## src/core/ppc_pkg.sv

```systemverilog
package ppc_pkg;
    localparam int unsigned CLK_HZ           = 200000000;
    localparam int unsigned CNT_W            = 16;
    localparam int unsigned NUM_CNT          = 4;
    localparam int unsigned TIMED_W          = 16;
    localparam logic [15:0] TIMED_CYC_RST    = 16'h0064;
    localparam logic [15:0] PRESET_RST       = 16'h000A;

    // Register offsets
    localparam logic [3:0] REG_CTRL   = 4'h0;
    localparam logic [3:0] REG_PRE_A  = 4'h1;
    localparam logic [3:0] REG_PRE_B  = 4'h2;
    localparam logic [3:0] REG_TIMED  = 4'h3;
    localparam logic [3:0] REG_STAT   = 4'h4;
    localparam logic [3:0] REG_COUNT  = 4'h5;
    localparam logic [3:0] REG_MPRE0  = 4'h8;

    // Control fields
    localparam int unsigned CTRL_OMODE = 0;
    localparam int unsigned CTRL_VAR0  = 1;
    localparam int unsigned CTRL_VAR1  = 2;
    localparam int unsigned CTRL_RINV  = 3;

    typedef enum logic [1:0] {
        VAR_SINGLE = 2'b00,
        VAR_DUAL   = 2'b01,
        VAR_MULTI  = 2'b10,
        VAR_TOTAL  = 2'b11
    } ppc_var_t;

    typedef enum logic {
        OM_TIMED   = 1'b0,
        OM_LATCHED = 1'b1
    } ppc_omode_t;
endpackage

```

## src/core/ppc_mem.sv

```systemverilog
module ppc_mem
    import ppc_pkg::*;
#(
    parameter int unsigned DEPTH = NUM_CNT,
    parameter int unsigned W     = CNT_W
) (
    // Clock
    input  wire logic                     clk_i,
    // Write port
    input  wire logic                     we_i,
    input  wire logic [$clog2(DEPTH)-1:0] wa_i,
    input  wire logic [W-1:0]             wd_i,
    // Read port
    input  wire logic [$clog2(DEPTH)-1:0] ra_i,
    output logic      [W-1:0]             rd_o,
    // Flat view
    output logic      [DEPTH*W-1:0]       all_o
);
    logic [W-1:0] mem_q [DEPTH];

    always_ff @(posedge clk_i) begin
        if (we_i) begin
            mem_q[wa_i] <= wd_i;
        end
        rd_o <= mem_q[ra_i];
    end

    for (genvar g = 0; g < DEPTH; g++) begin : g_flat
        assign all_o[g*W +: W] = mem_q[g];
    end
endmodule // ppc_mem

```

## src/core/ppc_top.sv

```systemverilog
// Function
// - Count pulses, assert output when count reaches or passes configured preset.
// - Dual variant holds two presets and drives two separate outputs.
// - Totalizing mode only shows the count, never drives outputs.
// - Multi variant runs several counters; any reaching preset fires output.
// - Timed mode pulses output for fixed time, then releases itself.
// - Timed mode clears count on count-up and keeps counting during output.
// - External reset or power loss clears the count mid-way.
// - Latched mode holds the output indefinitely after count-up.
// - In latched mode, reset clears both count and held output.
// - Auto clear takes one cycle; no pulse missed, resumes from zero.
// - External reset is a level; holds counter clear; polarity selectable.
module ppc_top
    import ppc_pkg::*;
(
    // Clock and reset
    input  wire logic               CLK_SYS_I,
    input  wire logic               RST_N_I,
    // Pins
    input  wire logic               PULSE_I,
    input  wire logic [NUM_CNT-1:0] MPULSE_I,
    input  wire logic               EXT_RST_I,
    // Register port
    input  wire logic [3:0]         ADDR_I,
    input  wire logic [31:0]        WDATA_I,
    input  wire logic               WR_I,
    input  wire logic               RD_I,
    output logic      [31:0]        RDATA_O,
    // Outputs
    output logic                    OUT_A_O,
    output logic                    OUT_B_O
);
    localparam int unsigned IW = $clog2(NUM_CNT);

    typedef struct packed {
        logic [1:0]               ps_a;
        logic [1:0]               ps_b;
        logic                     pd;
        logic [NUM_CNT-1:0]       mp1;
        logic [NUM_CNT-1:0]       mp2;
        logic [NUM_CNT-1:0]       mpd;
        logic [1:0]               rs;
        logic [3:0]               ctrl;
        logic [CNT_W-1:0]         pre_a;
        logic [CNT_W-1:0]         pre_b;
        logic [TIMED_W-1:0]       tcyc;
        logic [CNT_W-1:0]         cnt;
        logic [NUM_CNT*CNT_W-1:0] mcnt;
        logic [TIMED_W-1:0]       tmr_a;
        logic [TIMED_W-1:0]       tmr_b;
        logic                     out_a;
        logic                     out_b;
        logic                     rd_mem;
        logic [31:0]              rdata;
    } ppc_state_t;

    ppc_state_t s_q, s_d;
    logic [CNT_W-1:0]         mem_rd;
    logic [NUM_CNT*CNT_W-1:0] mpre;
    logic                     mem_we;

    assign mem_we = WR_I && (ADDR_I >= REG_MPRE0);

    ppc_mem #(.DEPTH(NUM_CNT), .W(CNT_W)) u_mem (
        .clk_i (CLK_SYS_I),
        .we_i  (mem_we),
        .wa_i  (ADDR_I[IW-1:0]),
        .wd_i  (WDATA_I[CNT_W-1:0]),
        .ra_i  (ADDR_I[IW-1:0]),
        .rd_o  (mem_rd),
        .all_o (mpre)
    );

    function automatic logic hit(input logic [CNT_W-1:0] c, input logic [CNT_W-1:0] p);
        return (c + CNT_W'(1)) >= p;
    endfunction

    logic       ext_clr, pe, fire_a, fire_b, mfire, timed, tot;
    ppc_var_t   var_m;
    logic [NUM_CNT-1:0] medge;

    always_comb begin
        s_d = s_q;
        var_m = ppc_var_t'({s_q.ctrl[CTRL_VAR1], s_q.ctrl[CTRL_VAR0]});
        timed = (s_q.ctrl[CTRL_OMODE] == OM_TIMED);
        tot   = (var_m == VAR_TOTAL);
        // Synchronisers
        s_d.ps_a = {s_q.ps_a[0], PULSE_I};
        s_d.pd   = s_q.ps_a[1];
        s_d.mp1  = MPULSE_I;
        s_d.mp2  = s_q.mp1;
        s_d.mpd  = s_q.mp2;
        s_d.rs   = {s_q.rs[0], EXT_RST_I};
        ext_clr  = s_q.rs[1] ^ s_q.ctrl[CTRL_RINV];
        pe       = s_q.ps_a[1] && !s_q.pd;
        medge    = s_q.mp2 & ~s_q.mpd;
        fire_a   = 1'b0;
        fire_b   = 1'b0;
        mfire    = 1'b0;
        // Register writes
        if (WR_I) begin
            case (ADDR_I)
                REG_CTRL:  s_d.ctrl  = WDATA_I[3:0];
                REG_PRE_A: s_d.pre_a = WDATA_I[CNT_W-1:0];
                REG_PRE_B: s_d.pre_b = WDATA_I[CNT_W-1:0];
                REG_TIMED: s_d.tcyc  = WDATA_I[TIMED_W-1:0];
                default:   ;
            endcase
        end
        // Main counter
        if (pe) begin
            if (!tot && (var_m != VAR_MULTI) && hit(s_q.cnt, s_q.pre_a)
                && (var_m == VAR_SINGLE || s_q.pre_a >= s_q.pre_b)) begin
                fire_a = 1'b1;
            end
            if (!tot && var_m == VAR_DUAL && hit(s_q.cnt, s_q.pre_b)) begin
                fire_b = 1'b1;
            end
            if (timed && (fire_a || (fire_b && s_q.pre_b >= s_q.pre_a))) begin
                s_d.cnt = '0;
            end else begin
                s_d.cnt = s_q.cnt + CNT_W'(1);
            end
        end
        if (var_m == VAR_DUAL && pe && !tot && hit(s_q.cnt, s_q.pre_a)) begin
            fire_a = 1'b1;
        end
        // Multi counters
        for (int i = 0; i < NUM_CNT; i++) begin
            if (medge[i] && var_m == VAR_MULTI) begin
                if (hit(s_q.mcnt[i*CNT_W +: CNT_W], mpre[i*CNT_W +: CNT_W])) begin
                    mfire = 1'b1;
                    if (timed) begin
                        s_d.mcnt[i*CNT_W +: CNT_W] = '0;
                    end else begin
                        s_d.mcnt[i*CNT_W +: CNT_W] = s_q.mcnt[i*CNT_W +: CNT_W] + CNT_W'(1);
                    end
                end else begin
                    s_d.mcnt[i*CNT_W +: CNT_W] = s_q.mcnt[i*CNT_W +: CNT_W] + CNT_W'(1);
                end
            end
        end
        fire_a = fire_a || mfire;
        // Outputs
        if (timed) begin
            if (fire_a) begin
                s_d.out_a = 1'b1;
                s_d.tmr_a = s_q.tcyc;
            end else if (s_q.tmr_a > TIMED_W'(1)) begin
                s_d.tmr_a = s_q.tmr_a - TIMED_W'(1);
            end else begin
                s_d.tmr_a = '0;
                s_d.out_a = 1'b0;
            end
            if (fire_b) begin
                s_d.out_b = 1'b1;
                s_d.tmr_b = s_q.tcyc;
            end else if (s_q.tmr_b > TIMED_W'(1)) begin
                s_d.tmr_b = s_q.tmr_b - TIMED_W'(1);
            end else begin
                s_d.tmr_b = '0;
                s_d.out_b = 1'b0;
            end
        end else begin
            s_d.out_a = s_q.out_a || fire_a;
            s_d.out_b = s_q.out_b || fire_b;
        end
        if (tot) begin
            s_d.out_a = 1'b0;
            s_d.out_b = 1'b0;
        end
        // External reset, level held
        if (ext_clr) begin
            s_d.cnt   = '0;
            s_d.mcnt  = '0;
            s_d.out_a = 1'b0;
            s_d.out_b = 1'b0;
            s_d.tmr_a = '0;
            s_d.tmr_b = '0;
        end
        // Register reads
        s_d.rd_mem = RD_I && (ADDR_I >= REG_MPRE0);
        s_d.rdata  = '0;
        if (RD_I) begin
            case (ADDR_I)
                REG_CTRL:  s_d.rdata = {28'h0000000, s_q.ctrl};
                REG_PRE_A: s_d.rdata = {16'h0000, s_q.pre_a};
                REG_PRE_B: s_d.rdata = {16'h0000, s_q.pre_b};
                REG_TIMED: s_d.rdata = {16'h0000, s_q.tcyc};
                REG_STAT:  s_d.rdata = {29'h0000000, ext_clr, s_q.out_b, s_q.out_a};
                REG_COUNT: s_d.rdata = {16'h0000, s_q.cnt};
                default:   s_d.rdata = '0;
            endcase
        end
    end

    always_ff @(posedge CLK_SYS_I) begin
        if (!RST_N_I) begin
            s_q       <= '0;
            s_q.pre_a <= PRESET_RST;
            s_q.pre_b <= PRESET_RST;
            s_q.tcyc  <= TIMED_CYC_RST;
        end else begin
            s_q <= s_d;
        end
    end

    assign RDATA_O = s_q.rd_mem ? {16'h0000, mem_rd} : s_q.rdata;
    assign OUT_A_O = s_q.out_a;
    assign OUT_B_O = s_q.out_b;

    a_total_quiet: assert property (@(posedge CLK_SYS_I) disable iff (!RST_N_I)
        (s_q.ctrl[CTRL_VAR1:CTRL_VAR0] == VAR_TOTAL) |=> !OUT_A_O && !OUT_B_O)
        else $error("output driven in totalizing mode");
    a_latch_hold: assert property (@(posedge CLK_SYS_I) disable iff (!RST_N_I)
        !timed && !tot && OUT_A_O && !ext_clr && $stable(s_q.ctrl) |=> OUT_A_O)
        else $error("latched output dropped");
    a_ext_clear: assert property (@(posedge CLK_SYS_I) disable iff (!RST_N_I)
        ext_clr |=> (s_q.cnt == '0) && !OUT_A_O && !OUT_B_O)
        else $error("external reset did not clear");
    a_auto_clear: assert property (@(posedge CLK_SYS_I) disable iff (!RST_N_I)
        timed && fire_a && (var_m == VAR_SINGLE) && !ext_clr |=> s_q.cnt == '0 && OUT_A_O)
        else $error("timed count-up did not restart");
    a_one_step: assert property (@(posedge CLK_SYS_I) disable iff (!RST_N_I)
        !pe && !ext_clr |=> $stable(s_q.cnt))
        else $error("count moved without an edge");
    a_timed_end: assert property (@(posedge CLK_SYS_I) disable iff (!RST_N_I)
        timed && OUT_A_O && (s_q.tmr_a == '0) && !fire_a |=> !OUT_A_O)
        else $error("timed output did not end");
    a_fire_set: assert property (@(posedge CLK_SYS_I) disable iff (!RST_N_I)
        fire_a && !ext_clr && !tot |=> OUT_A_O)
        else $error("count-up did not assert output");
    a_timed_len: assert property (@(posedge CLK_SYS_I) disable iff (!RST_N_I)
        timed && fire_a && !ext_clr |=> s_q.tmr_a == $past(s_q.tcyc))
        else $error("timed length not loaded");
endmodule // ppc_top

```

## config.mk

```make
export PLATFORM = sky130hd
export DESIGN_NAME = ppc_top
export DESIGN_NICKNAME = d
export VERILOG_FILES = /design/src/core/ppc_pkg.sv /design/src/core/ppc_mem.sv /design/src/core/ppc_top.sv
export SDC_FILE = /design/constraint.sdc
export NUM_CORES = 1
export LEC_CHECK = 0
export ABC_AREA = 1
export BUFFER_PORTS_ARGS = -buffer_cell sky130_fd_sc_hd__buf_4
export CELL_PAD_IN_SITES_DETAIL_PLACEMENT = 1
export CELL_PAD_IN_SITES_GLOBAL_PLACEMENT = 1
export CORE_MARGIN = 2
export CORE_UTILIZATION = 25
export DETAILED_ROUTE_END_ITERATION = 7
export GPL_TIMING_DRIVEN = 1
export PLACE_DENSITY_LB_ADDON = 0.1
export SLEW_MARGIN = 20
export SYNTH_ARGS = -nofsm -noshare
export SYNTH_HDL_FRONTEND = slang
export SYNTH_SLANG_ARGS = --single-unit
```

## constraint.sdc

```tcl
create_clock -name CLK_SYS_I -period 2.87 [get_ports CLK_SYS_I]
set_input_delay 0.287 -clock CLK_SYS_I [delete_from_list [all_inputs] [get_ports CLK_SYS_I]]
set_output_delay 0.287 -clock CLK_SYS_I [all_outputs]
set_load 0.01 [all_outputs]
```

==> flow_metrics.tcl <==
set metrics [dict create \
    clock_path_buffers 3 \
    numCtsBuffers 37 \
    wl_mm 61.0 \
    final_cells 3203 \
    drt_pass1_iterations 5 \
    setup_ws_ns -0.363 \
    wire_per_inst_um 19.1 \
    vias_per_cell 4.60 \
    synthCells 2079 \
    drive_above_1_share_pct 26.2 \
    fin_skew_ns 0.0322 \
    place.gp.congestion 0.825 \
    ios 80 \
    p_leak_nw 9.52 \
    violations "negative setup slack" \
    cts_sinks 280 \
    worst_ir_drop_vdd_uv 341 \
    synth-edff-count 64 \
    timing.max_cap.violations 0 \
    critPathCaptureType "flop" \
    tritoncts "built" \
    period_minus_slack_ns 3.23 \
    grt_pass1_wl_mm 92.4 \
    drtIter0Drc 627 \
    synth_area_um2 15900 \
    die_h_um 256 \
    synth_xor_area_share_pct 4.63 \
    final_nets 2494 \
    synth_area_per_cell_um2 7.64 \
    cp-endpoint "s_q[127]$_SDFFE_PP0P_" \
    die-area_um2 65500 \
    fill_cells 7493 \
    vias 14700 \
    outcome "finished with violations" \
    layout_commonest_cell "nand2_1" \
    yosys.area_share.simple_pct 22.4 \
    synth-seq-cells 280 \
    synth_compound_area_share_pct 12.5 \
    crit_fanout 7 \
    tightest_slew_ns 0.953 \
    clk_pin_slew_worst_paths_ns 0.06 \
    slew_headroom_pct 36.2 \
    io_buffers 47 \
    hpwl_mm 44.4 \
    drc 0 \
    clkLatencyLatePin_ns 0.58 \
    seqCellArea_um2 6280 \
    reg2reg_from "s_q[115]$_SDFFE_PP0P_" \
    hp-start "WR_I" \
    total_power_w 0.0118 \
    ys_seq_area_share_pct 39.3 \
    finalCritPeriodShare_pct 113 \
    pwr_density_cell_nw_per_um2 550 \
    cp.required_ns 3.28 \
    rrSetupSlack_ns -0.36 \
    criticalPathCategory "flop to flop" \
    die_x_um 256 \
    synth_top_area_cell "dfxtp_1" \
    max_freq_ghz 0.309 \
    synthArstFlopShare_pct 0 \
    r2r_end "s_q[127]$_SDFFE_PP0P_" \
    overflow 0 \
    ctsRootBufferMaster "clkbuf_16" \
    synth_top_family_by_area "simple AND/OR/NAND/NOR gates" \
    multiInputGateArea_um2 9210 \
    start_util_pct 25.2 \
    antenna_found_initial 0 \
    placed_cells 3089 \
    finalSetupViolCount 65 \
    track_usage_pct 18.2 \
    detail-route-antenna-nets 0 \
    cp-startpoint "s_q[115]$_SDFFE_PP0P_" \
    hp-class "input port to flop" \
    synthFlopType "dfxtp_1" \
    slew_violations 0 \
    ys_warn_count 0 \
    reg2reg_depth 25 \
    final_cell_mix "nand2_1, inv_1, buf_4" \
    yosys.area.top_type_share_pct 27.2 \
    ys_top_cells_by_area "dfxtp_1, edfxtp_1, ha_1" \
    synthAdderAreaFrac_pct 9.54 \
    arrival_ns 3.64 \
    h-tree-depth 2 \
    ys_types 51 \
    core_area_um2 63000 \
    num_rows 92 \
    grt_max_degree 49 \
    grt_pass1_vias 15300 \
    rsz0062_at_grt "true" \
    synthToLayoutAreaGrowth_pct 35.5 \
    muxShareOfSynthArea_pct 1.14 \
    critPathLaunchType "flop" \
    hold_viol 0 \
    timing.setup.tns_ns -19.29 \
]
## Yosys cell counts (2+ instances only)
library cell,count
mux2_2,16
o211ai_1,5
xor2_1,62
nor3_4,3
or2_1,2
buf_1,5
o21bai_1,6
a221oi_1,13
xnor2_1,22
and3_1,2
a21oi_1,174
nand2_1,398
o22ai_1,16
nand4_1,45
o21ai_1,20
a22oi_1,16
clkbuf_1,51
nor3_2,3
buf_2,16
nor2_2,8
inv_1,290
dfxtp_1,216
a21o_1,5
clkinv_1,10
nand3_1,146
edfxtp_1,64
nor3_1,23
nor2_1,163
ha_1,121
nor4_1,8
buf_4,16
inv_2,30
a211oi_1,5
o21ai_0,50
and2_1,2
o221ai_1,15
nand2_2,2
a31oi_1,17
## timing repair
| action | CTS | global route |
|---|---|---|
| gates resized for setup | 141 | 158 |
| endpoints found under the setup margin | 99 | 114 |
| pin swaps | 65 | 60 |
| gates cloned | 5 | 2 |
| hold buffers | 8 | 0 |
| setup buffers | 21 | 11 |
| hold endpoints to repair | 8 | 0 |
## sequential cells by signal, indices dropped and copies added (netlist names)
register	cells
s_q	187
u_mem.mem_q	64
u_mem.rd_o	16
s_d	11
OUT_A_O	1
OUT_B_O	1
## logic make-up after synthesis
logic type               after synthesis
AO/OA/AOI/OAI                        346
XOR/XNOR                              84
adder cells (fa/ha/maj)              121
buffers and inverters                419
flip-flops                           280
multiplexers                          16
other                                  1
AND/OR/NAND/NOR                      812
## how the worst min path moves through the flow
stage	slack, ns	end	cells after the start
global placement	0.40	s_q[200]$_SDFF_PN0_	2
detailed placement	0.41	s_q[200]$_SDFF_PN0_	2
finish	0.03	s_q[198]$_SDFFE_PN0P_	3
floorplan	0.38	s_d[200]$_SDFF_PN0_	2
global route	0.01	u_mem.mem_q[3][0]$_DFFE_PP_	1
CTS	0.005	u_mem.mem_q[3][0]$_DFFE_PP_	1
## critical path: stages, from the launching register on
cell and delay (ns):
dfxtp_2 0.35, ha_4 0.15, nand3_4 0.08, inv_2 0.08
nand3_4 0.07, nor3_4 0.21, nand3_2 0.13, nor2_4 0.13
nand3b_1 0.13, xor2_2 0.18, ha_1 0.29, nand2_2 0.07
nor2_4 0.11, and2_4 0.15, nand2_2 0.04, inv_2 0.04
nand2_2 0.04, nand2_2 0.07, buf_4 0.11, buf_4 0.09
nand2_2 0.04, nand2_2 0.12, inv_4 0.06, clkbuf_16 0.16
nand2_1 0.07, a21oi_1 0.06
## final cells by class
class                   count  area share [%]
diodes                      1          0.0116
clock buffers              47            4.67
clock inverters            21            1.59
inverters                 330            5.77
multi-input cells        1395            42.8
flip-flops and latches    280            29.2
well taps                 846            4.92
repair buffers            283            11.0
## power by group
part	leakage [nW]	switching (W)	internal, W
clock network	0.650	0.00201	0.00323
logic	6.52	0.00132	0.000839
registers	2.35	0.000203	0.00424
## layer usage
metal | global-route usage (%) | part of all wire (%)
met1 | 24.2 | 47
met2 | 31.5 | 49
met3 | 2.25 | 2.4
met4 | 4.06 | 1.6
met5 | 0 | 0
## per-stage QoR
step | setup slack [ns] | utilization [%] | cell area [um^2] | hold WS (ns)
5_1_grt | -0.639 | 34.2 | 21500 | 0.0146
3_5_place_dp | -0.504 | 29.4 | 18500 | 0.409
6_report | -0.363 | 34.2 | 21500 | 0.0343
4_1_cts | -0.393 | 32.9 | 20700 | 0.00465
2_1_floorplan | -0.0786 | - | 16000 | 0.385
3_3_place_gp | -0.560 | 29.4 | 18500 | 0.402
No activity file was read; power rests on OpenSTA's default activity.
